<file path="src/rtl/pbe_pkg.sv">
package pbe_pkg;

  // Register indices on the plain register port.
  localparam logic [2:0] ADDR_PORT = 3'h0;
  localparam logic [2:0] ADDR_LATCH = 3'h1;
  localparam logic [2:0] ADDR_DIR = 3'h2;
  localparam logic [2:0] ADDR_CTRL_MAIN = 3'h3;
  localparam logic [2:0] ADDR_CTRL_SECOND = 3'h4;
  localparam logic [2:0] ADDR_CTRL_THIRD = 3'h5;

  // Main control register fields.
  localparam int MAIN_GIE = 7;
  localparam int MAIN_EXT0_EN = 4;
  localparam int MAIN_CHG_EN = 3;
  localparam int MAIN_EXT0_FLAG = 1;
  localparam int MAIN_CHG_FLAG = 0;

  // Second control register fields.
  localparam int SEC_PULLUP_N = 7;
  localparam int SEC_EDGE0 = 6;
  localparam int SEC_EDGE1 = 5;
  localparam int SEC_EDGE2 = 4;
  localparam int SEC_CHG_PRIO = 0;

  // Third control register fields.
  localparam int THR_EXT2_PRIO = 7;
  localparam int THR_EXT1_PRIO = 6;
  localparam int THR_EXT2_EN = 4;
  localparam int THR_EXT1_EN = 3;
  localparam int THR_EXT2_FLAG = 1;
  localparam int THR_EXT1_FLAG = 0;

  // Values after reset.
  localparam logic [7:0] RST_LATCH = 8'h00;
  localparam logic [7:0] RST_DIR = 8'hff;
  localparam logic [7:0] RST_MAIN = 8'h00;
  localparam logic [7:0] RST_SECOND = 8'hf1;
  localparam logic [7:0] RST_THIRD = 8'hc0;
  localparam logic [7:0] RST_PINS = 8'h00;
  // Enabled edges after reset before the pin history holds real pin levels.
  localparam logic [1:0] WARM_CYCLES = 2'h3;

  // Mask of pins that take part in change detection.
  localparam logic [7:0] CHG_PIN_MASK = 8'hf0;
  localparam int CAPTURE2_PIN = 3;

  typedef struct packed {
    logic [2:0] addr;
    logic [7:0] wrData;
    logic wrStb;
    logic rdStb;
  } pbe_bus_req_t;

  typedef struct packed {
    logic irqHigh;
    logic irqLow;
    logic wakeReq;
    logic branchToVector;
    logic resumeNext;
  } pbe_irq_out_t;

endpackage

</file>
<file path="src/rtl/pbe_port_b.sv">
// Operation
// - Edge select one catches rising edges, zero catches falling edges.
// - A selected edge on an external pin sets that pin's flag.
// - Clearing an enable stops requests; the flag still records edges.
// - External interrupts wake from sleep if enabled before sleep began.
// - After wake, branch to vector when global enable set, else continue.
// - Priorities of external sources one and two are third-control bits 6, 7.
// - External source zero has no priority bit and is always high.
// - Direction one makes pin an input; zero drives latch onto pin.
// - Reset makes all eight pins inputs.
// - Output latch is mapped and reads back latch, not pins.
// - Clearing second-control bit 7 turns on all weak pull-ups.
// - Pull-up is off on any pin configured as output.
// - Reset leaves pull-ups disabled.
// - Only upper four input pins take part in change detection.
// - Each such pin is compared with its value at last port read or write.
// - Mismatches are ORed to set main-control bit 0 change flag.
// - Change enable is main bit 3; its priority second bit 0.
// - The change interrupt can wake the device from sleep.
// - Any port read or write refreshes the copy, except memory moves.
// - A lasting mismatch keeps setting the change flag.
// - Pin 3 serves capture module two when its select bit is zero.
//
// The address map and the plain strobed port were decided locally.
`timescale 1ns/10ps
module pbe_port_b (
  input wire logic clk_sys,
  input wire logic rst_b,
  input wire logic clkEn,
  input wire pbe_pkg::pbe_bus_req_t busReq,
  input wire logic memMoveAccess,
  output logic [7:0] rdData,
  input wire logic [7:0] pinIn,
  output logic [7:0] pinOut,
  output logic [7:0] pinOeN,
  output logic [7:0] pullupOn,
  input wire logic sleepActive,
  input wire logic capture2PinSelect,
  input wire logic capture2Out,
  input wire logic capture2OutEn,
  output logic capture2In,
  output pbe_pkg::pbe_irq_out_t irqOut
);

  ////////////////////////////////////////////////////////////////////////
  // Helpers.

  function automatic logic edgeSeen(input logic prev, input logic cur,
                                    input logic rising);
    edgeSeen = rising ? (!prev && cur) : (prev && !cur);
  endfunction

  ////////////////////////////////////////////////////////////////////////
  // Pin synchronisers and previous sample.

  logic [7:0] pinMeta;
  logic [7:0] pinSync;
  logic [7:0] pinPrev;
  logic [7:0] next_pinMeta;
  logic [7:0] next_pinSync;
  logic [7:0] next_pinPrev;
  logic [1:0] warmCnt;
  logic [1:0] next_warmCnt;
  logic primed;

  // The history resets to zero while a pin may idle high, so edges and
  // mismatches are ignored until real samples have filled every stage.
  assign primed = warmCnt == pbe_pkg::WARM_CYCLES;

  always_comb begin
    next_pinMeta = pinMeta;
    next_pinSync = pinSync;
    next_pinPrev = pinPrev;
    next_warmCnt = warmCnt;
    if (clkEn) begin
      if (!primed) begin
        next_warmCnt = 2'(warmCnt + 2'h1);
      end
      next_pinMeta = pinIn;
      next_pinSync = pinMeta;
      next_pinPrev = pinSync;
    end
  end

  always_ff @(posedge clk_sys or negedge rst_b) begin
    if (!rst_b) begin
      pinMeta <= pbe_pkg::RST_PINS;
      pinSync <= pbe_pkg::RST_PINS;
      pinPrev <= pbe_pkg::RST_PINS;
      warmCnt <= 2'h0;
    end else begin
      warmCnt <= next_warmCnt;
      pinMeta <= next_pinMeta;
      pinSync <= next_pinSync;
      pinPrev <= next_pinPrev;
    end
  end

  ////////////////////////////////////////////////////////////////////////
  // Register file, flags and change detection.

  logic [7:0] latchReg;
  logic [7:0] dirReg;
  logic [7:0] ctrlMain;
  logic [7:0] ctrlSecond;
  logic [7:0] ctrlThird;
  logic [7:0] portCopy;
  logic [7:0] next_latchReg;
  logic [7:0] next_dirReg;
  logic [7:0] next_ctrlMain;
  logic [7:0] next_ctrlSecond;
  logic [7:0] next_ctrlThird;
  logic [7:0] next_portCopy;
  logic [7:0] next_rdData;
  logic [7:0] portView;
  logic [7:0] mismatch;
  logic [2:0] extEdge;
  logic chgSet;
  logic portAccess;
  logic wrMain;
  logic wrThird;

  // Pin 3 reads back capture two's output when that module owns the pin and its output is enabled.
  logic capOwnsPin;
  assign capOwnsPin = !capture2PinSelect;

  always_comb begin
    portView = pinSync;
    if (capOwnsPin && capture2OutEn) begin
      portView[pbe_pkg::CAPTURE2_PIN] = capture2Out;
    end
  end

  always_comb begin
    extEdge[0] = primed && edgeSeen(pinPrev[0], pinSync[0],
                                    ctrlSecond[pbe_pkg::SEC_EDGE0]);
    extEdge[1] = primed && edgeSeen(pinPrev[1], pinSync[1],
                                    ctrlSecond[pbe_pkg::SEC_EDGE1]);
    extEdge[2] = primed && edgeSeen(pinPrev[2], pinSync[2],
                                    ctrlSecond[pbe_pkg::SEC_EDGE2]);
    mismatch = (pinSync ^ portCopy) & dirReg & pbe_pkg::CHG_PIN_MASK;
    chgSet = primed && |mismatch;
  end

  // Memory-to-memory moves leave the compare copy alone, so a move can be
  // used to sample the port without acknowledging a pending change.
  always_comb begin
    portAccess = (busReq.rdStb || busReq.wrStb) &&
                 busReq.addr == pbe_pkg::ADDR_PORT && !memMoveAccess;
    wrMain = busReq.wrStb && busReq.addr == pbe_pkg::ADDR_CTRL_MAIN;
    wrThird = busReq.wrStb && busReq.addr == pbe_pkg::ADDR_CTRL_THIRD;
  end

  always_comb begin
    next_latchReg = latchReg;
    next_dirReg = dirReg;
    next_ctrlMain = ctrlMain;
    next_ctrlSecond = ctrlSecond;
    next_ctrlThird = ctrlThird;
    next_portCopy = portCopy;
    next_rdData = 8'h00;
    if (clkEn) begin
      if (busReq.wrStb) begin
        if (busReq.addr == pbe_pkg::ADDR_PORT) begin
          next_latchReg = busReq.wrData;
        end else if (busReq.addr == pbe_pkg::ADDR_LATCH) begin
          next_latchReg = busReq.wrData;
        end else if (busReq.addr == pbe_pkg::ADDR_DIR) begin
          next_dirReg = busReq.wrData;
        end else if (busReq.addr == pbe_pkg::ADDR_CTRL_MAIN) begin
          next_ctrlMain = busReq.wrData;
        end else if (busReq.addr == pbe_pkg::ADDR_CTRL_SECOND) begin
          next_ctrlSecond = busReq.wrData;
        end else if (busReq.addr == pbe_pkg::ADDR_CTRL_THIRD) begin
          next_ctrlThird = busReq.wrData;
        end
      end
      if (busReq.rdStb) begin
        if (busReq.addr == pbe_pkg::ADDR_PORT) begin
          next_rdData = portView;
        end else if (busReq.addr == pbe_pkg::ADDR_LATCH) begin
          next_rdData = latchReg;
        end else if (busReq.addr == pbe_pkg::ADDR_DIR) begin
          next_rdData = dirReg;
        end else if (busReq.addr == pbe_pkg::ADDR_CTRL_MAIN) begin
          next_rdData = ctrlMain;
        end else if (busReq.addr == pbe_pkg::ADDR_CTRL_SECOND) begin
          next_rdData = ctrlSecond;
        end else if (busReq.addr == pbe_pkg::ADDR_CTRL_THIRD) begin
          next_rdData = ctrlThird;
        end
      end
      if (portAccess || !primed) begin
        next_portCopy = pinSync;
      end
      // Hardware sets win over a software clear in the same cycle.
      if (extEdge[0]) begin
        next_ctrlMain[pbe_pkg::MAIN_EXT0_FLAG] = 1'b1;
      end
      if (chgSet) begin
        next_ctrlMain[pbe_pkg::MAIN_CHG_FLAG] = 1'b1;
      end
      if (extEdge[1]) begin
        next_ctrlThird[pbe_pkg::THR_EXT1_FLAG] = 1'b1;
      end
      if (extEdge[2]) begin
        next_ctrlThird[pbe_pkg::THR_EXT2_FLAG] = 1'b1;
      end
    end
  end

  always_ff @(posedge clk_sys or negedge rst_b) begin
    if (!rst_b) begin
      latchReg <= pbe_pkg::RST_LATCH;
      dirReg <= pbe_pkg::RST_DIR;
      ctrlMain <= pbe_pkg::RST_MAIN;
      ctrlSecond <= pbe_pkg::RST_SECOND;
      ctrlThird <= pbe_pkg::RST_THIRD;
      portCopy <= pbe_pkg::RST_PINS;
      rdData <= 8'h00;
    end else begin
      latchReg <= next_latchReg;
      dirReg <= next_dirReg;
      ctrlMain <= next_ctrlMain;
      ctrlSecond <= next_ctrlSecond;
      ctrlThird <= next_ctrlThird;
      portCopy <= next_portCopy;
      rdData <= next_rdData;
    end
  end

  ////////////////////////////////////////////////////////////////////////
  // Pin drivers and pull-ups.

  always_comb begin
    pinOut = latchReg;
    pinOeN = dirReg;
    if (capOwnsPin && capture2OutEn) begin
      pinOut[pbe_pkg::CAPTURE2_PIN] = capture2Out;
      pinOeN[pbe_pkg::CAPTURE2_PIN] = 1'b0;
    end
    // An output pin never keeps its pull-up, whatever the control bit says.
    pullupOn = {8{!ctrlSecond[pbe_pkg::SEC_PULLUP_N]}} & pinOeN;
    capture2In = capOwnsPin ? pinSync[pbe_pkg::CAPTURE2_PIN] : 1'b0;
  end

  ////////////////////////////////////////////////////////////////////////
  // Sleep snapshot of enables and interrupt outputs.

  logic [3:0] enAtSleep;
  logic sleepSeen;
  logic [3:0] next_enAtSleep;
  logic next_sleepSeen;
  logic [3:0] liveEn;
  logic [3:0] liveFlag;
  logic [3:0] highPrio;
  logic [3:0] pending;
  logic wakeNow;

  // Order of the four sources: change, ext zero, ext one, ext two.
  always_comb begin
    liveEn = {ctrlThird[pbe_pkg::THR_EXT2_EN], ctrlThird[pbe_pkg::THR_EXT1_EN],
              ctrlMain[pbe_pkg::MAIN_EXT0_EN], ctrlMain[pbe_pkg::MAIN_CHG_EN]};
    liveFlag = {ctrlThird[pbe_pkg::THR_EXT2_FLAG], ctrlThird[pbe_pkg::THR_EXT1_FLAG],
                ctrlMain[pbe_pkg::MAIN_EXT0_FLAG], ctrlMain[pbe_pkg::MAIN_CHG_FLAG]};
    highPrio = {ctrlThird[pbe_pkg::THR_EXT2_PRIO], ctrlThird[pbe_pkg::THR_EXT1_PRIO],
                1'b1,
                ctrlSecond[pbe_pkg::SEC_CHG_PRIO]};
    pending = liveFlag & liveEn;
  end

  // Enables are frozen on entry to sleep; one set later cannot wake the core.
  always_comb begin
    next_enAtSleep = enAtSleep;
    next_sleepSeen = sleepSeen;
    if (clkEn) begin
      next_sleepSeen = sleepActive;
      if (sleepActive && !sleepSeen) begin
        next_enAtSleep = liveEn;
      end
    end
  end

  always_ff @(posedge clk_sys or negedge rst_b) begin
    if (!rst_b) begin
      enAtSleep <= 4'h0;
      sleepSeen <= 1'b0;
    end else begin
      enAtSleep <= next_enAtSleep;
      sleepSeen <= next_sleepSeen;
    end
  end

  always_comb begin
    // Wake only while the core still sleeps; the registered copy lags a cycle.
    wakeNow = sleepActive && sleepSeen && |(liveFlag & enAtSleep & liveEn);
    irqOut.irqHigh = ctrlMain[pbe_pkg::MAIN_GIE] && |(pending & highPrio);
    irqOut.irqLow = ctrlMain[pbe_pkg::MAIN_GIE] && |(pending & ~highPrio);
    irqOut.wakeReq = wakeNow;
    irqOut.branchToVector = wakeNow && ctrlMain[pbe_pkg::MAIN_GIE];
    irqOut.resumeNext = wakeNow && !ctrlMain[pbe_pkg::MAIN_GIE];
  end

endmodule
</file>
<file path="config.mk">
export PLATFORM = sky130hd
export DESIGN_NAME = pbe_port_b
export DESIGN_NICKNAME = d
export VERILOG_FILES = /design/src/rtl/pbe_pkg.sv /design/src/rtl/pbe_port_b.sv
export SDC_FILE = /design/constraint.sdc
export NUM_CORES = 1
export LEC_CHECK = 0
export BUFFER_PORTS_ARGS = -buffer_cell sky130_fd_sc_hd__buf_4
export CAP_MARGIN = 20
export CORE_MARGIN = 2
export CORE_UTILIZATION = 58
export CTS_BUF_LIST = sky130_fd_sc_hd__clkbuf_8
export CTS_CLUSTER_SIZE = 10
export DETAILED_ROUTE_END_ITERATION = 7
export GPL_TIMING_DRIVEN = 1
export MAX_ROUTING_LAYER = met4
export PLACE_DENSITY_LB_ADDON = 0.3
export SLEW_MARGIN = 5
export SYNTH_ARGS = -nofsm -noshare
export SYNTH_HDL_FRONTEND = slang
export SYNTH_SLANG_ARGS = --single-unit
</file>
<file path="constraint.sdc">
create_clock -name clk_sys -period 1.4 [get_ports clk_sys]
set_input_delay 0.28 -clock clk_sys [delete_from_list [all_inputs] [get_ports clk_sys]]
set_output_delay 0.28 -clock clk_sys [all_outputs]
set_load 0.005 [all_outputs]
</file>
==> metrics <==
first-pass GRT wire length 16060 µm; final worst slack -310.4 ps; Setup CP Type flip-flop to output port; Max Freq 0.5847 GHz; DR pass1 iterations 5; Setup crit end kind output port; startpoint types flip-flop; CP max FO 3; Syn Area/Cell 12.26 µm²; Total Wirelength between 10000 and 15000 µm; internal reg-to-reg setup slack around 20 ps; most common cell after layout, fill and taps aside buf_4; Fin. Hold Viols 0; Core ar. 6386 µm²; via count approximately 3000; GR Util All Layers 30.24%; Mapped Cells 313; largest net degree at the start of global routing 33; area of the multi-input gates 1767 µm²; register area share after synthesis 51.37%; Placer Congestion approximately 1; dominant synthesized flop cell dfrtp_1; die area 7280 µm²; vias in the first global route 3117; HP Class input port to flip-flop; CTS buffer count 9; final worst path period need 1710 ps; RSZ-0062 raised after global routing true; Post-synth EDFFs 0; Netlist Area Pre-Place 3836 µm²; clk buf depth 2; # setup viols final 15; final global-route overflow total 0; Port Buffers 66; outcome complete, but fails checks; clock latency on the worst-skew pair 360 ps; # H-tree levels 3; register area 1974 µm²; CTS tree yes; Setup TNS -2493 ps; LEAKAGE approximately 2.4 nW; fillers approximately 380; most frequent cells in the layout buf_4, mux2_2, dfrtp_1; Tcrit/Tclk final 122.2%; CTS root buf clkbuf_8; Final nets 450; clk_skew about 10 ps; Worst VDD drop 1.057 mV; failing checks setup timing; total clock sinks 78; ratio of cells with drive above 1 in the final layout 58.59%; Max-cap violations 0; Hold WS 142.4 ps; Max Slew Vio Count 0; WP data arrival between 1000 and 1500 ps; number of antenna diodes 0; pre-CTS setup slack -201.0 ps; Initial DRC Count 209; Die Width roughly 85 µm; Net Count, Synth 343; initial antenna violation count 0; yosys warns 0; drc violations 0; Detail Route Antenna Nets 0; routed len/inst a little over 20 µm; CTS clk-pin slew, worst paths 80 ps; IO Pins between 60 and 70; Row Count 29; Starting Density 60.07%; required time of the critical path 1120 ps; Power Density 1432 nW/µm²; Area Overhead vs Synth 32.55%; Vias/cell 6.020; die height 85.33 µm; Async S/R FF share, synth 100.0%; worst-margin pin slew 390.6 ps; Slew HR 73.90%; detailed placement HPWL 7189 µm; register bit total from synthesis 78; unique cell type count in the Yosys netlist 45
-- Yosys cell counts (2+ instances only) --
master | n | area [µm²]
o2111ai_1 | 4 | 35.03
nand3_1 | 7 | 35.03
xor2_1 | 4 | 35.03
buf_4 | 18 | 135.1
and2_1 | 3 | 18.77
mux2_4 | 6 | 90.09
o21ai_0 | 6 | 30.03
a31oi_1 | 2 | 12.51
nor4_1 | 2 | 12.51
dfstp_2 | 15 | 394.1
nor2b_1 | 10 | 62.56
nor3_2 | 2 | 20.02
clkbuf_1 | 5 | 18.77
o22a_1 | 3 | 26.28
nor2_1 | 7 | 26.28
a2111oi_0 | 2 | 17.52
buf_2 | 3 | 15.01
a22o_1 | 2 | 17.52
a211oi_1 | 2 | 15.01
nand3b_1 | 3 | 22.52
mux2i_1 | 10 | 100.1
a21oi_1 | 15 | 75.07
nand2_1 | 16 | 60.06
o22ai_1 | 7 | 43.79
mux2_2 | 63 | 709.4
dfrtp_1 | 63 | 1577
inv_1 | 10 | 37.54
a221oi_1 | 2 | 17.52
nand2b_1 | 5 | 31.28
-- repair_timing --
action                                 in CTS  in global routing
setup endpoints to repair                  15                 23
hold buffers                                1                  0
endpoints found under the hold margin      19                  0
setup buffers                              10                  1
resized for setup                          13                 32
pin swaps                                   6                  5
-- cells by family (layout without fill, tap and decap cells) --
logic type	Yosys count	count (layout)	synth area share, %
AO/OA/AOI/OAI	54	54	9.557
XOR/XNOR	5	5	1.142
adder cells (fa/ha/maj)	1	1	0.3261
buffers and inverters	38	150	5.643
flip-flops	78	78	51.37
multiplexers	79	79	23.45
AND/OR/NAND/NOR	58	58	8.513
-- sequential cells by signal, summed over array words and instances, names as in the netlist, 2 cells and up --
signal and flops:
pinMeta 8, dirReg 8, enAtSleep 4, ctrlMain 8, pinSync 8, latchReg 8, warmCnt 2, ctrlSecond 8
portCopy 4, ctrlThird 8, rdData 8, pinPrev 3
-- layout make-up --
| class | instances | share of cell area [%] |
|---|---|---|
| Clock inverter | 6 | 0.7628 |
| Multi-Input combinational cell | 197 | 34.74 |
| Tap cell | 77 | 1.895 |
| Timing Repair Buffer | 123 | 20.15 |
| Clock buffer | 10 | 2.707 |
| Inverter | 11 | 0.9104 |
| Sequential cell | 78 | 38.83 |
-- through the flow --
step	instance area [µm²]	std cells	util (%)	total power [mW]
after global placement	4646	474	72.75	5.238
final	5085	502	79.62	7.281
after global routing	5085	502	79.62	7.647
after detailed placement	4646	474	72.75	5.347
after floorplan	3861	313	-	4.427
after CTS	4955	501	77.59	7.064
-- per-layer routing --
metal	global-route usage, %	up-vias	share of wire (%)
met5	-	-	0
met4	13.85	0	3.2
met3	5.837	29	5.8
li1	-	1340	-
met2	49.57	135	52
met1	36.17	1518	39
-- path summary, 6_finish.rpt --
check	to	depth (start not counted)	start
min reg2reg	pinSync[0]$_DFFE_PN0P_	1	pinMeta[0]$_DFFE_PN0P_
min in group asynchronous	latchReg[0]$_DFFE_PN0P_	2	rst_b
max reg2reg	rdData[3]$_DFF_PN0_	5	ctrlMain[3]$_DFFE_PN0P_
max	irqOut[4]	3	ctrlThird[6]$_DFFE_PN1P_
max in group asynchronous	ctrlSecond[5]$_DFFE_PN1P_	3	rst_b
min	pinMeta[5]$_DFFE_PN0P_	2	pinIn[5]
-- critical path, cell delays in order, from the launching register on --
cell,delay [ps]
dfstp_2,570
a32oi_1,120
a31oi_1,230
buf_4,150
-- power by group --
| group | switching (mW) | internal, mW | total, mW |
|---|---|---|---|
| registers | 0.492 | 2.86 | 3.35 |
| clock network | 0.818 | 0.684 | 1.50 |
| logic | 0.982 | 1.45 | 2.43 |
(Power assumes the default switching activity.)
